**src/cbtr_pkg.sv**
```systemverilog
`default_nettype none
package cbtr_pkg;
  // ==========================================================
  // Field widths and fixed timing
  localparam int CBTR_PRS_W     = 8;    // Prescaler field width
  localparam int CBTR_SEG_W     = 4;    // Segment length field width
  localparam int CBTR_CNT_W     = 6;    // Quantum counter width
  localparam int CBTR_IPT_TQ    = 2;    // Information processing time, quanta
  // ==========================================================
  // Reset values
  localparam logic CBTR_RECESSIVE = 1'b1;
  localparam logic [7:0] CBTR_PRS_RST = 8'h00;
  localparam logic [5:0] CBTR_CNT_RST = 6'h00;
  localparam logic [5:0] CBTR_SYNC_LEN = 6'h01;  // Sync segment, one quantum
  // Bit segment states
  typedef enum logic [1:0] {
    CBTR_SYNC,
    CBTR_PROP,
    CBTR_PH1,
    CBTR_PH2
  } cbtr_seg_e;
endpackage
`default_nettype wire

```
**src/cbtr_prescaler.sv**
```systemverilog
`timescale 1ns/1ps
`default_nettype none
module cbtr_prescaler
  import cbtr_pkg::*;
#(
  parameter int PRS_W = CBTR_PRS_W
) (
  input  wire logic             core_clk_i,
  input  wire logic             rst_n_i,
  input  wire logic [PRS_W-1:0] div_i,
  input  wire logic             restart_i,
  output logic                  tq_tick_o
);
  logic [PRS_W-1:0] cnt_r;

  // Refuse an empty divider
  if (PRS_W < 1) begin : g_bad_width
    $error("cbtr_prescaler: unsupported width");
  end

  // ==========================================================
  // Quantum divider: one tick every div_i+1 clocks
  always_ff @(posedge core_clk_i or negedge rst_n_i) begin
    if (!rst_n_i) begin
      cnt_r     <= '0;
      tq_tick_o <= 1'b0;
    end else if (restart_i) begin
      cnt_r     <= '0;
      tq_tick_o <= 1'b0;
    end else if (cnt_r >= div_i) begin
      cnt_r     <= '0;
      tq_tick_o <= 1'b1;
    end else begin
      cnt_r     <= cnt_r + 1'b1;
      tq_tick_o <= 1'b0;
    end
  end
endmodule
`default_nettype wire

```
**src/cbtr_bit_timing.sv**
```systemverilog
// Contract
// Bit is sync, prop, phase1, phase2 quanta
// Hard sync on SOF, resync in frame
// Transmit level changes at sync start
// Edge outside sync is phase error
// Propagation segment length is configurable
// Phase 1 may be lengthened
// Sample bus once at phase1/phase2 boundary
// Phase 2 shortenable, ipt to phase1
// Processing time two quanta, phase2 minimum
// Late edge lengthens phase 1; code only for an edge in phase 1, one in prop is not corrected
// Early edge shortens phase 2
// Correction limited to jump width
// Software keeps jump width within phase2
// Sample point set by segment lengths
// Prescaled quantum, counter restarts each bit
`timescale 1ns/1ps
`default_nettype none
module cbtr_bit_timing
  import cbtr_pkg::*;
#(
  parameter int PRS_W = CBTR_PRS_W,
  parameter int SEG_W = CBTR_SEG_W
) (
  input  wire logic             core_clk_i,
  input  wire logic             rst_n_i,
  input  wire logic             enable_i,
  input  wire logic [PRS_W-1:0] prescale_i,
  input  wire logic [SEG_W-1:0] prop_seg_i,
  input  wire logic [SEG_W-1:0] phase1_seg_i,
  input  wire logic [SEG_W-1:0] phase2_seg_i,
  input  wire logic [SEG_W-1:0] sjw_i,
  input  wire logic             in_frame_i,
  input  wire logic             tx_bit_i,
  input  wire logic             rx_pin_i,
  output logic                  tx_pin_o,
  output logic                  rx_bit_o,
  output logic                  sample_o,
  output logic                  bit_start_o,
  output logic                  phase_err_o,
  output logic                  hard_sync_o,
  output logic                  cfg_err_o
);
  // Refuse widths the quantum counter cannot hold
  if (SEG_W < 2 || SEG_W > CBTR_CNT_W - 1 || PRS_W < 1) begin : g_bad_width
    $error("cbtr_bit_timing: unsupported width");
  end

  logic rx_meta_r, rx_sync_r, rx_prev_r;
  logic [CBTR_CNT_W-1:0] cnt_r, seg_len_r;
  logic [CBTR_CNT_W-1:0] seg_len_nxt;
  cbtr_seg_e seg_r;
  logic tq_tick, fall_edge, hs_req, in_sync_seg, resync, seg_end;
  logic [CBTR_CNT_W-1:0] len_eff;

  // ==========================================================
  // Pin synchroniser and edge detect
  always_ff @(posedge core_clk_i or negedge rst_n_i) begin
    if (!rst_n_i) begin
      rx_meta_r <= CBTR_RECESSIVE;
      rx_sync_r <= CBTR_RECESSIVE;
      rx_prev_r <= CBTR_RECESSIVE;
    end else begin
      rx_meta_r <= rx_pin_i;
      rx_sync_r <= rx_meta_r;
      rx_prev_r <= rx_sync_r;
    end
  end
  assign fall_edge = rx_prev_r & ~rx_sync_r & enable_i;
  // Hard sync only on the SOF edge, outside a frame
  assign hs_req = fall_edge & ~in_frame_i;
  assign in_sync_seg = (seg_r == CBTR_SYNC);

  // ==========================================================
  // Quantum tick
  cbtr_prescaler #(.PRS_W(PRS_W)) u_prs (
    .core_clk_i (core_clk_i),
    .rst_n_i    (rst_n_i),
    .div_i      (prescale_i),
    .restart_i  (hs_req | ~enable_i),
    .tq_tick_o  (tq_tick)
  );

  function automatic logic [CBTR_CNT_W-1:0] ext(input logic [SEG_W-1:0] v);
    ext = CBTR_CNT_W'(v);
  endfunction

  // Next segment length on resync edge
  always_comb begin
    seg_len_nxt = seg_len_r;
    if (seg_r == CBTR_PH1 || seg_r == CBTR_PROP) begin
      // Late edge: lengthen phase 1 by elapsed quanta, at most sjw
      if (seg_r == CBTR_PH1)
        seg_len_nxt = seg_len_r + ((cnt_r + 1'b1 < ext(sjw_i)) ?
                      cnt_r + 1'b1 : ext(sjw_i));
    end else if (seg_r == CBTR_PH2) begin
      // Early edge: cut phase 2, by at most sjw
      seg_len_nxt = ((seg_len_r - cnt_r) <= ext(sjw_i)) ?
                    cnt_r : seg_len_r - ext(sjw_i);
    end
  end

  // In-frame edge outside the sync segment; one in phase 1 or phase 2 corrects the running segment
  assign resync  = fall_edge & in_frame_i & ~in_sync_seg;
  // A tick in the edge cycle is counted against the corrected length,
  // so no quantum is lost and the segment end fires only once
  assign len_eff = resync ? seg_len_nxt : seg_len_r;
  assign seg_end = enable_i & ~hs_req & tq_tick & (cnt_r + 1'b1 >= len_eff);

  // ==========================================================
  // Segment sequencer and quantum counter
  always_ff @(posedge core_clk_i or negedge rst_n_i) begin
    if (!rst_n_i) begin
      seg_r     <= CBTR_SYNC;
      cnt_r     <= CBTR_CNT_RST;
      seg_len_r <= CBTR_SYNC_LEN;
    end else if (!enable_i || hs_req) begin
      // Hard sync: the edge quantum is the sync segment
      seg_r     <= CBTR_SYNC;
      cnt_r     <= CBTR_CNT_RST;
      seg_len_r <= CBTR_SYNC_LEN;
    end else begin
      // Resync corrects the running segment; a segment end below overrides it
      if (resync) begin
        seg_len_r <= seg_len_nxt;
      end
      if (seg_end) begin
        cnt_r <= CBTR_CNT_RST;
        unique case (seg_r)
          CBTR_SYNC: begin
            seg_r     <= CBTR_PROP;
            seg_len_r <= ext(prop_seg_i);
          end
          CBTR_PROP: begin
            seg_r     <= CBTR_PH1;
            seg_len_r <= ext(phase1_seg_i);
          end
          CBTR_PH1: begin
            seg_r     <= CBTR_PH2;
            seg_len_r <= ext(phase2_seg_i);
          end
          CBTR_PH2: begin
            seg_r     <= CBTR_SYNC;
            seg_len_r <= CBTR_SYNC_LEN;
          end
        endcase
      end else if (tq_tick) begin
        cnt_r <= cnt_r + 1'b1;
      end
    end
  end

  // ==========================================================
  // Sample, transmit and status outputs
  always_ff @(posedge core_clk_i or negedge rst_n_i) begin
    if (!rst_n_i) begin
      tx_pin_o    <= CBTR_RECESSIVE;
      rx_bit_o    <= CBTR_RECESSIVE;
      sample_o    <= 1'b0;
      bit_start_o <= 1'b0;
      phase_err_o <= 1'b0;
      hard_sync_o <= 1'b0;
      cfg_err_o   <= 1'b0;
    end else begin
      sample_o    <= 1'b0;
      bit_start_o <= 1'b0;
      hard_sync_o <= hs_req;
      phase_err_o <= resync;
      // Phase 2 within processing time and phase 1, sjw within phase 2
      cfg_err_o   <= (ext(phase2_seg_i) < CBTR_CNT_W'(CBTR_IPT_TQ)) |
                     (phase2_seg_i > phase1_seg_i) |
                     (sjw_i > phase2_seg_i);
      // Same segment end as the sequencer, so pulses match its steps
      if (seg_end) begin
        if (seg_r == CBTR_PH1) begin
          rx_bit_o <= rx_sync_r;
          sample_o <= 1'b1;
        end
        if (seg_r == CBTR_PH2) begin
          tx_pin_o    <= tx_bit_i;
          bit_start_o <= 1'b1;
        end
      end else if (hs_req) begin
        bit_start_o <= 1'b1;
      end
    end
  end

  // ==========================================================
  // Checks
  a_sample_once: assert property (@(posedge core_clk_i) disable iff (!rst_n_i)
    sample_o |=> !sample_o)
    else $error("sample pulse longer than one cycle");
  a_tx_at_start: assert property (@(posedge core_clk_i) disable iff (!rst_n_i)
    $changed(tx_pin_o) |-> bit_start_o)
    else $error("transmit level changed away from bit start");
  a_sync_reset: assert property (@(posedge core_clk_i) disable iff (!rst_n_i)
    hs_req && enable_i |=> seg_r == CBTR_SYNC && cnt_r == 0)
    else $error("hard sync did not restart bit");
  a_ph1_grow: assert property (@(posedge core_clk_i) disable iff (!rst_n_i)
    fall_edge && in_frame_i && seg_r == CBTR_PH1 && !hs_req && !seg_end
    |=> seg_len_r > $past(seg_len_r) || sjw_i == 0)
    else $error("phase 1 not lengthened");
  a_ph2_limit: assert property (@(posedge core_clk_i) disable iff (!rst_n_i)
    fall_edge && in_frame_i && seg_r == CBTR_PH2 && !seg_end
    |=> $past(seg_len_r) - seg_len_r <= CBTR_CNT_W'(sjw_i))
    else $error("phase 2 cut beyond jump width");
  a_perr_flag: assert property (@(posedge core_clk_i) disable iff (!rst_n_i)
    fall_edge && in_frame_i && !in_sync_seg |=> phase_err_o)
    else $error("phase error not flagged");
  a_cfg_check: assert property (@(posedge core_clk_i) disable iff (!rst_n_i)
    phase2_seg_i < 2 ##1 $stable(phase2_seg_i) |-> cfg_err_o)
    else $error("short phase 2 not flagged");
  a_seg_order: assert property (@(posedge core_clk_i) disable iff (!rst_n_i)
    seg_r == CBTR_PH1 && $past(seg_r) != CBTR_PH1 && !$past(hs_req)
    |-> $past(seg_r) == CBTR_PROP)
    else $error("phase 1 not after propagation");
  a_cnt_zero: assert property (@(posedge core_clk_i) disable iff (!rst_n_i)
    $changed(seg_r) |-> cnt_r == 0)
    else $error("quantum counter not restarted");
  a_sample_point: assert property (@(posedge core_clk_i) disable iff (!rst_n_i)
    sample_o |-> seg_r == CBTR_PH2 && $past(seg_r) == CBTR_PH1)
    else $error("sample not at end of phase 1");
  a_bit_start: assert property (@(posedge core_clk_i) disable iff (!rst_n_i)
    bit_start_o |-> seg_r == CBTR_SYNC && cnt_r == 0)
    else $error("bit start outside sync segment");
endmodule
`default_nettype wire

```
**config.mk**
```make
export PLATFORM = sky130hd
export DESIGN_NAME = cbtr_bit_timing
export DESIGN_NICKNAME = d
export VERILOG_FILES = /design/src/cbtr_pkg.sv /design/src/cbtr_prescaler.sv /design/src/cbtr_bit_timing.sv
export SDC_FILE = /design/constraint.sdc
export NUM_CORES = 1
export LEC_CHECK = 0
export ABC_AREA = 0
export BUFFER_PORTS_ARGS = -buffer_cell sky130_fd_sc_hd__buf_2
export CORE_MARGIN = 2
export CORE_UTILIZATION = 54
export CTS_CLUSTER_DIAMETER = 50
export DETAILED_ROUTE_END_ITERATION = 16
export GPL_TIMING_DRIVEN = 0
export PLACE_DENSITY = 0.87
export SLEW_MARGIN = 10
export SYNTH_ARGS = -nofsm -noshare
export SYNTH_HDL_FRONTEND = slang
export SYNTH_SLANG_ARGS = --single-unit
```
**constraint.sdc**
```tcl
create_clock -name core_clk_i -period 4.7 [get_ports core_clk_i]
set_input_delay 0.47 -clock core_clk_i [delete_from_list [all_inputs] [get_ports core_clk_i]]
set_output_delay 0.47 -clock core_clk_i [all_outputs]
set_load 0.01 [all_outputs]
```
==> metrics.yaml, run 1 <==
pwr:
  vdd_ir_drop_max_uv: 282
  p_int_uw: 443
  pwr-share-seq_pct: 48.3
  p_leak_nw: 1.85
  power_density_nw_per_um2: 159
  total_power_uw: 610
  swShare_pct: 27.4
  p_sw_uw: 167
  power_frac_clock_pct: 33.9
  pwr-share-comb_pct: 17.8
timing:
  fin_crit_sh_pct: 98.9
  finalSetupTns_ns: 0
  layout_setup_ws_ns: 0.0519
  maxSlewViolCount: 0
  layout_min_cycle_time_ns: 4.65
  worst_pin_slew_ns: 0.769
  setup_viol: 0
  hold_viol: 0
  slew_headroom_pct: 48.4
  finalClockSkew_ns: 0.00820
  fmax_mhz: 215
layout:
  fin_nets: 510
  fin_util_pct: 69.0
  layout-drive-gt1-share_pct: 26.3
  synthToLayoutAreaGrowth_pct: 22.8
  fillers: 413
  diodes: 0
cts:
  htree_levels: 2
  cts_hold_buf: 0
  cts_buffers: 5
  clockRootBuffer: "clkbuf_8"
  clockBufferDepth: 2
  cts_tree: "built"
  clock_latency_ns: 0.29
  clkSlewWorstSetupHoldPaths_ns: 0.07
  clock-sinks: 33
yosys:
  syn_nets: 447
  synth_top_area_share_pct: 21.7
  synthArstFlopShare_pct: 100
  syn_area_per_cell_um2: 8.54
  synth_top_flop_cell: "dfrtp_1"
  netlist_area_um2: 3120
  yosysSeqAreaShare_pct: 26.7
  synth_edf_count: 0
  synth_seq_cells: 33
  yosys_warnings: 0
  syn_inst: 365
  yosysTopAreaCell: "dfrtp_1"
  ys_top_cells_by_area: "dfrtp_1 22%, ha_1 20%, dfstp_2 5.1%, a21oi_1 4.8%, inv_1 4.0%"
  yosysUniqueCellTypes: 51
place:
  dpl.hpwl_um: 5680
  pre_cts_ws_ns: -0.424
  place.gp.congestion: 0.863
  port_buffers: 36
hold_path:
  hold_class: "primary input to asynchronous set/reset pin"
worst_setup_path:
  r2r-start: "cnt_r[0]"
  reg2reg_to: "seg_len_r[1]"
  worstSetupStartpointType: "flip-flop"
  reg2reg_depth: 22
  crit_type: "flip-flop to flip-flop"
  reg2reg_slack_ns: 0.05
  end_kind: "flip-flop"
  critPathMaxFanout: 4
  worstPathArrival_ns: 4.83
  required_ns: 4.88
routing:
  via_per_inst: 5.89
  drc: 0
  drt_iter0_markers: 246
  drtAntennaViolNets: 0
  vias: 2953
  routed_wirelength_um: 8100
  post_drt_wl_per_cell_um: 16.2
  drtPass1Iterations: 5
global_route:
  grt_pass1_wl_um: 12900
  grt_pass1_vias: 2861
  antenna_found_initial: 0
  grt_overflow: 0
  grt_usage_pct: 25.4
  grt_max_degree: 34
floorplanning:
  ios: 37
  num_rows: 27
  die_x_um: 80.0
  core-area_um2: 5540
  initial_utilization_pct: 56.2
  die-height_um: 80.0
  dieArea_um2: 6390
outcome:
  outcome: "complete, no violations"
flow_run:
  maxCapViolations: 0
[worst max path at each step]
stage / from / depth (start not counted) / to
final: cnt_r[0] / 22 / seg_len_r[1]
after global routing: cnt_r[0] / 22 / seg_len_r[1]
after global placement: cnt_r[0] / 23 / rx_bit_o
after CTS: cnt_r[1] / 20 / rx_bit_o
after floorplan: cnt_r[0] / 23 / rx_bit_o
after detailed placement: cnt_r[0] / 23 / rx_bit_o
[critical path: stages (launching register included)]
cell,delay (ns)
dfrtp_2,0.47
ha_4,0.21
xor2_4,0.16
ha_1,0.28
nor2b_1,0.14
o21ai_1,0.18
nand2_2,0.11
mux2_4,0.34
ha_1,0.28
a21o_1,0.17
a21oi_2,0.16
nand2b_4,0.16
a21oi_1,0.08
a211oi_2,0.16
o211ai_1,0.16
and2_1,0.20
ha_1,0.28
nand4_1,0.20
o21a_4,0.30
buf_4,0.14
nand3_1,0.07
o31ai_1,0.08
a31o_1,0.22
[routing by layer]
metal  wire (µm)  global-route usage (%)
met1        3430                    32.9
met2        3940                    43.4
met3         512                    3.85
met4         220                    8.14
met5           0                       0
[layout make-up]
cell class              count  area [µm²]  share of cell area, %
repair buffers             56         350                   9.16
clock inverters             2        10.0                  0.262
multi-input cells         292        2300                   60.2
clock buffers               6        72.6                   1.90
inverters                  33         124                   3.24
plain buffers               7        40.0                   1.05
flip-flops and latches     33         837                   21.9
well taps                  72        90.1                   2.36
[logic make-up (layout without fill, tap and decap cells)]
kind of cell,Yosys count,in the layout,synth area share [%]
AOI/OAI and AO/OA,93,93,18.6
other,1,1,0.120
muxes,10,10,3.53
xor gates and xnor gates,16,16,4.50
buffers and inverters,40,104,5.14
DFF,33,33,26.7
adders and majority gates,52,52,21.6
and+or+nand+nor,120,120,19.8
[per-stage QoR]
step	cell area [µm²]	hold slack, ns	cells
after floorplan	3120	0.174	365
after global placement	3390	0.346	473
after detailed placement	3390	0.354	473
after CTS	3540	0.262	487
after global routing	3820	0.273	501
final	3820	0.247	501
[registers in the layout, summed over array words and instances (netlist names), 2 cells and up]
name	flops
seg_len_r	6
seg_r	2
u_prs.cnt_r	8
cnt_r	6
[layout by cell type (no fill, tap or decap), types with 5 or more instances in the layout]
cell,n
a21o_1,8
a21oi_1,21
a21oi_2,7
buf_2,38
buf_4,18
clkbuf_8,5
dfrtp_1,24
dfstp_2,6
ha_1,45
inv_1,32
nand2_1,25
nand2b_1,13
nand3_1,16
nor2_1,27
nor2b_1,9
nor3_1,6
o21ai_0,17
o21ai_1,6
xor2_1,10
[cell usage after synthesis (3+ instances only)]
| cell | instances |
|---|---|
| xnor2_1 | 5 |
| a211oi_1 | 4 |
| dfstp_2 | 6 |
| nand2b_1 | 14 |
| a21oi_1 | 30 |
| nand2_1 | 26 |
| mux2i_1 | 4 |
| a31oi_1 | 3 |
| a21o_1 | 8 |
| nor2b_1 | 9 |
| nand3_1 | 17 |
| mux2_2 | 5 |
| inv_1 | 33 |
| ha_1 | 49 |
| o21ai_1 | 5 |
| o21ai_0 | 20 |
| dfrtp_1 | 27 |
| o21a_1 | 4 |
| clkbuf_1 | 3 |
| fa_1 | 3 |
| xor2_1 | 11 |
| and3_1 | 4 |
| and2_1 | 4 |
| a22oi_1 | 3 |
| nor3_1 | 6 |
| nor2_1 | 27 |
| o211ai_1 | 4 |
[power by group through the flow]
| stage | sequential [mW] | combinational, mW | clock [mW] |
|---|---|---|---|
| 2_1_floorplan | 0.300 | 0.0564 | 0 |
| 3_3_place_gp | 0.300 | 0.0903 | 0 |
| 3_5_place_dp | 0.300 | 0.0944 | 0 |
| 4_1_cts | 0.295 | 0.0958 | 0.210 |
| 5_1_grt | 0.295 | 0.123 | 0.224 |
| 6_report | 0.295 | 0.108 | 0.207 |
[timing repair]
item,in CTS,in global routing
gates resized for setup,7,38
setup endpoints to repair,18,18
setup buffers,6,14
pin swaps,1,27
Power figures use the tool's default switching activity.
==> inputs of run 2 (changes only) <==
BUFFER_PORTS_ARGS = not set   (was -buffer_cell sky130_fd_sc_hd__buf_2)
CORE_UTILIZATION = 55   (was 54)
DONT_BUFFER_PORTS = 1   (was not set)
PLACE_DENSITY = 0.82   (was 0.87)
==> run 2 against run 1 <==
  * The flow now finishes with violations (negative setup slack)
  * Hold slack got worse by 0.24 ns
  * Critical path depth rose by 1
  * Utilization fell by 1.7 points
  * Register-to-register slack got worse by 0.09 ns
  * Die area fell by 1.7%
  * Power rose by 9.1%
  * Flip-flop and latch count did not move
  * Design area fell by 3.7%
==> metrics.yaml, run 2 (synthesis gave the netlist of run 1 again) <==
pwr:
  vdd_ir_drop_max_uv: 312  # +11%
  total_power_uw: 665  # +9.1%
  p_leak_nw: 1.73  # -6.9%
  power_density_nw_per_um2: 181  # +13%
floorplanning:
  dieArea_um2: 6280  # -1.7%
  die_x_um: 79.3  # -0.86%
  num_rows: 27  # unchanged
  core-area_um2: 5470  # -1.2%
  initial_utilization_pct: 56.9  # +0.69 points
  ios: 37  # unchanged
  die-height_um: 79.3  # -0.86%
timing:
  layout_min_cycle_time_ns: 4.74  # +0.0924 ns
  worst_pin_slew_ns: 0.843  # +0.0744 ns
  finalSetupTns_ns: -0.124  # -0.124 ns
  finalClockSkew_ns: 0.00646  # -0.00174 ns
  fmax_mhz: 211  # -1.9%
  fin_crit_sh_pct: 101  # +2.0 points
  hold_slack_ns: 0.00954  # -0.238 ns
  slew_headroom_pct: 43.4  # -5.0 points
  layout_setup_ws_ns: -0.0405  # -0.0924 ns
  maxSlewViolCount: 0  # unchanged
  hold_viol: 0  # unchanged
  setup_viol: 5  # +5
routing:
  via_per_inst: 6.17  # +4.8%
  routed_wirelength_um: 8280  # +2.3%
  drc: 0  # unchanged
  post_drt_wl_per_cell_um: 17.8  # +10%
  drtAntennaViolNets: 0  # unchanged
  drtPass1Iterations: 5  # unchanged
  drt_iter0_markers: 268  # +8.9%
  vias: 2865  # -3.0%
layout:
  synthToLayoutAreaGrowth_pct: 18.2
  diodes: 0  # unchanged
  fillers: 403  # -2.4%
  final_common_cell: "ha_1"
  largest_register_ffs: 8  # unchanged
  fin_nets: 473  # -7.3%
  layout-drive-gt1-share_pct: 19.1  # -7.2 points
  fin_util_pct: 67.3  # -1.7 points
  largest-register: "u_prs.cnt_r"
  layout_common_cells: "46 x ha_1, 33 x inv_1, 27 x nor2_1"
  top_regs: "u_prs.cnt_r: 8 flops, cnt_r: 6 flops, seg_len_r: 6 flops"
worst_setup_path:
  worstSetupStartpointType: "flip-flop"
  end_kind: "flip-flop"
  max_stage_delay_ns: 0.45  # -0.02 ns
  crit_type: "flip-flop to flip-flop"
  critPathMaxFanout: 7  # +3
  crit_chain: "ha_4, xor2_4, ha_1, nor2b_2, o21ai_2, nand2_2, mux2_4, ha_4, a21o_1, a21oi_2, nand2b_4, a21oi_1, a211oi_2, o211ai_1, and2_1, ha_1, a21oi_2, nor2b_1, o21ai_2, o21ai_4, buf_6, nand3_4, mux2_2"
  required_ns: 4.93  # +0.05 ns
  reg2reg_depth: 23  # +4.5%
  worstPathArrival_ns: 4.97  # +0.14 ns
  cpLargestDelayFamily: "compound AO/OA/AOI/OAI gates"
  crit_slowest_cell: "dfrtp_2"
  cp.depth: 23  # +4.5%
  critPathBufInv: 1  # unchanged
global_route:
  grt_pass1_wl_um: 12600  # -2.4%
  antenna_found_initial: 0  # unchanged
  grt_pass1_vias: 2730  # -4.6%
  grt_overflow: 0  # unchanged
  grt_usage_pct: 25.7  # +0.27 points
  grt_max_degree: 28  # -18%
place:
  pre_cts_ws_ns: -0.553  # -0.129 ns
  dpl.hpwl_um: 5590  # -1.5%
  place.gp.congestion: 0.886  # +2.7%
  port_buffers: 0  # -100%
cts:
  clockRootBuffer: "clkbuf_8"
  clkSlewWorstSetupHoldPaths_ns: 0.08  # about the same
  clockBufferDepth: 2  # unchanged
  cts_tree: "built"
  cts_buffers: 5  # unchanged
  clock_latency_ns: 0.30  # about the same
  htree_levels: 2  # unchanged
  clock-sinks: 33  # unchanged
flow_run:
  maxCapViolations: 0  # unchanged
hold_path:
  hold_class: "primary input to asynchronous set/reset pin"
outcome:
  outcome: "complete, but fails checks"
  failed_checks: "negative setup slack"
==> run 2: changes by cell type in the layout (fill, tap and decap cells not counted), sizes merged <==
cell,delta
bufinv,+1
dlygate4sd3,+2
clkinv,-1
clkbuf,-1
clkinvlp,+1
buf,-39
==> run 2: final timing paths <==
path | startpoint | endpoint | slack, ns
max in group asynchronous | rst_n_i | cnt_r[0] | 3.91
setup reg to reg | cnt_r[1] | tx_pin_o | -0.04
hold / removal | rst_n_i | seg_len_r[0] | 0.01
setup / recovery | cnt_r[1] | tx_pin_o | -0.04
min in group core_clk_i | rx_pin_i | rx_meta_r | 0.17
hold reg to reg | rx_meta_r | rx_sync_r | 0.36
==> run 2: repair_timing <==
item / in CTS / in global routing
hold endpoints to repair: 27 / 5
resized for setup: 11 / 37
hold buffers: 2 / 1
endpoints found under the setup margin: 18 / 18
pin swaps: 2 / 30
setup buffers: 5 / 11
==> run 2: per-stage QoR <==
stage | cells | instance area, µm²
finish | 464 | 3680
detailed placement | 437 | 3210
floorplan | 365 | 3120
global route | 464 | 3680
CTS | 452 | 3430
global placement | 437 | 3210
==> run 2: final cells by class <==
| cell class | count | area (µm²) | area share [%] |
|---|---|---|---|
| Clock buffer | 5 | 68.8 | 1.87 |
| Buffer | 7 | 43.8 | 1.19 |
| Inverter | 33 | 124 | 3.36 |
| Clock inverter | 3 | 46.3 | 1.26 |
| Multi-Input combinational cell | 292 | 2300 | 62.5 |
| Tap cell | 72 | 90.1 | 2.45 |
| Timing Repair Buffer | 19 | 171 | 4.65 |
| Sequential cell | 33 | 837 | 22.7 |
==> run 2: report_power, final <==
| part | internal (mW) | switching, mW |
|---|---|---|
| clock | 0.159 | 0.121 |
| sequential | 0.290 | 0.00571 |
| combinational | 0.0400 | 0.0492 |
| total | 0.489 | 0.176 |
==> run 2: layer usage <==
| metal | share of wire, % | GRT usage, % | vias to the layer above |
|---|---|---|---|
| met5 | 0 | 0 | - |
| met2 | 48 | 43.9 | 130 |
| met4 | 3.5 | 9.83 | 0 |
| met1 | 41 | 31.9 | 1356 |
| met3 | 7.3 | 5.23 | 35 |
| li1 | - | - | 1344 |
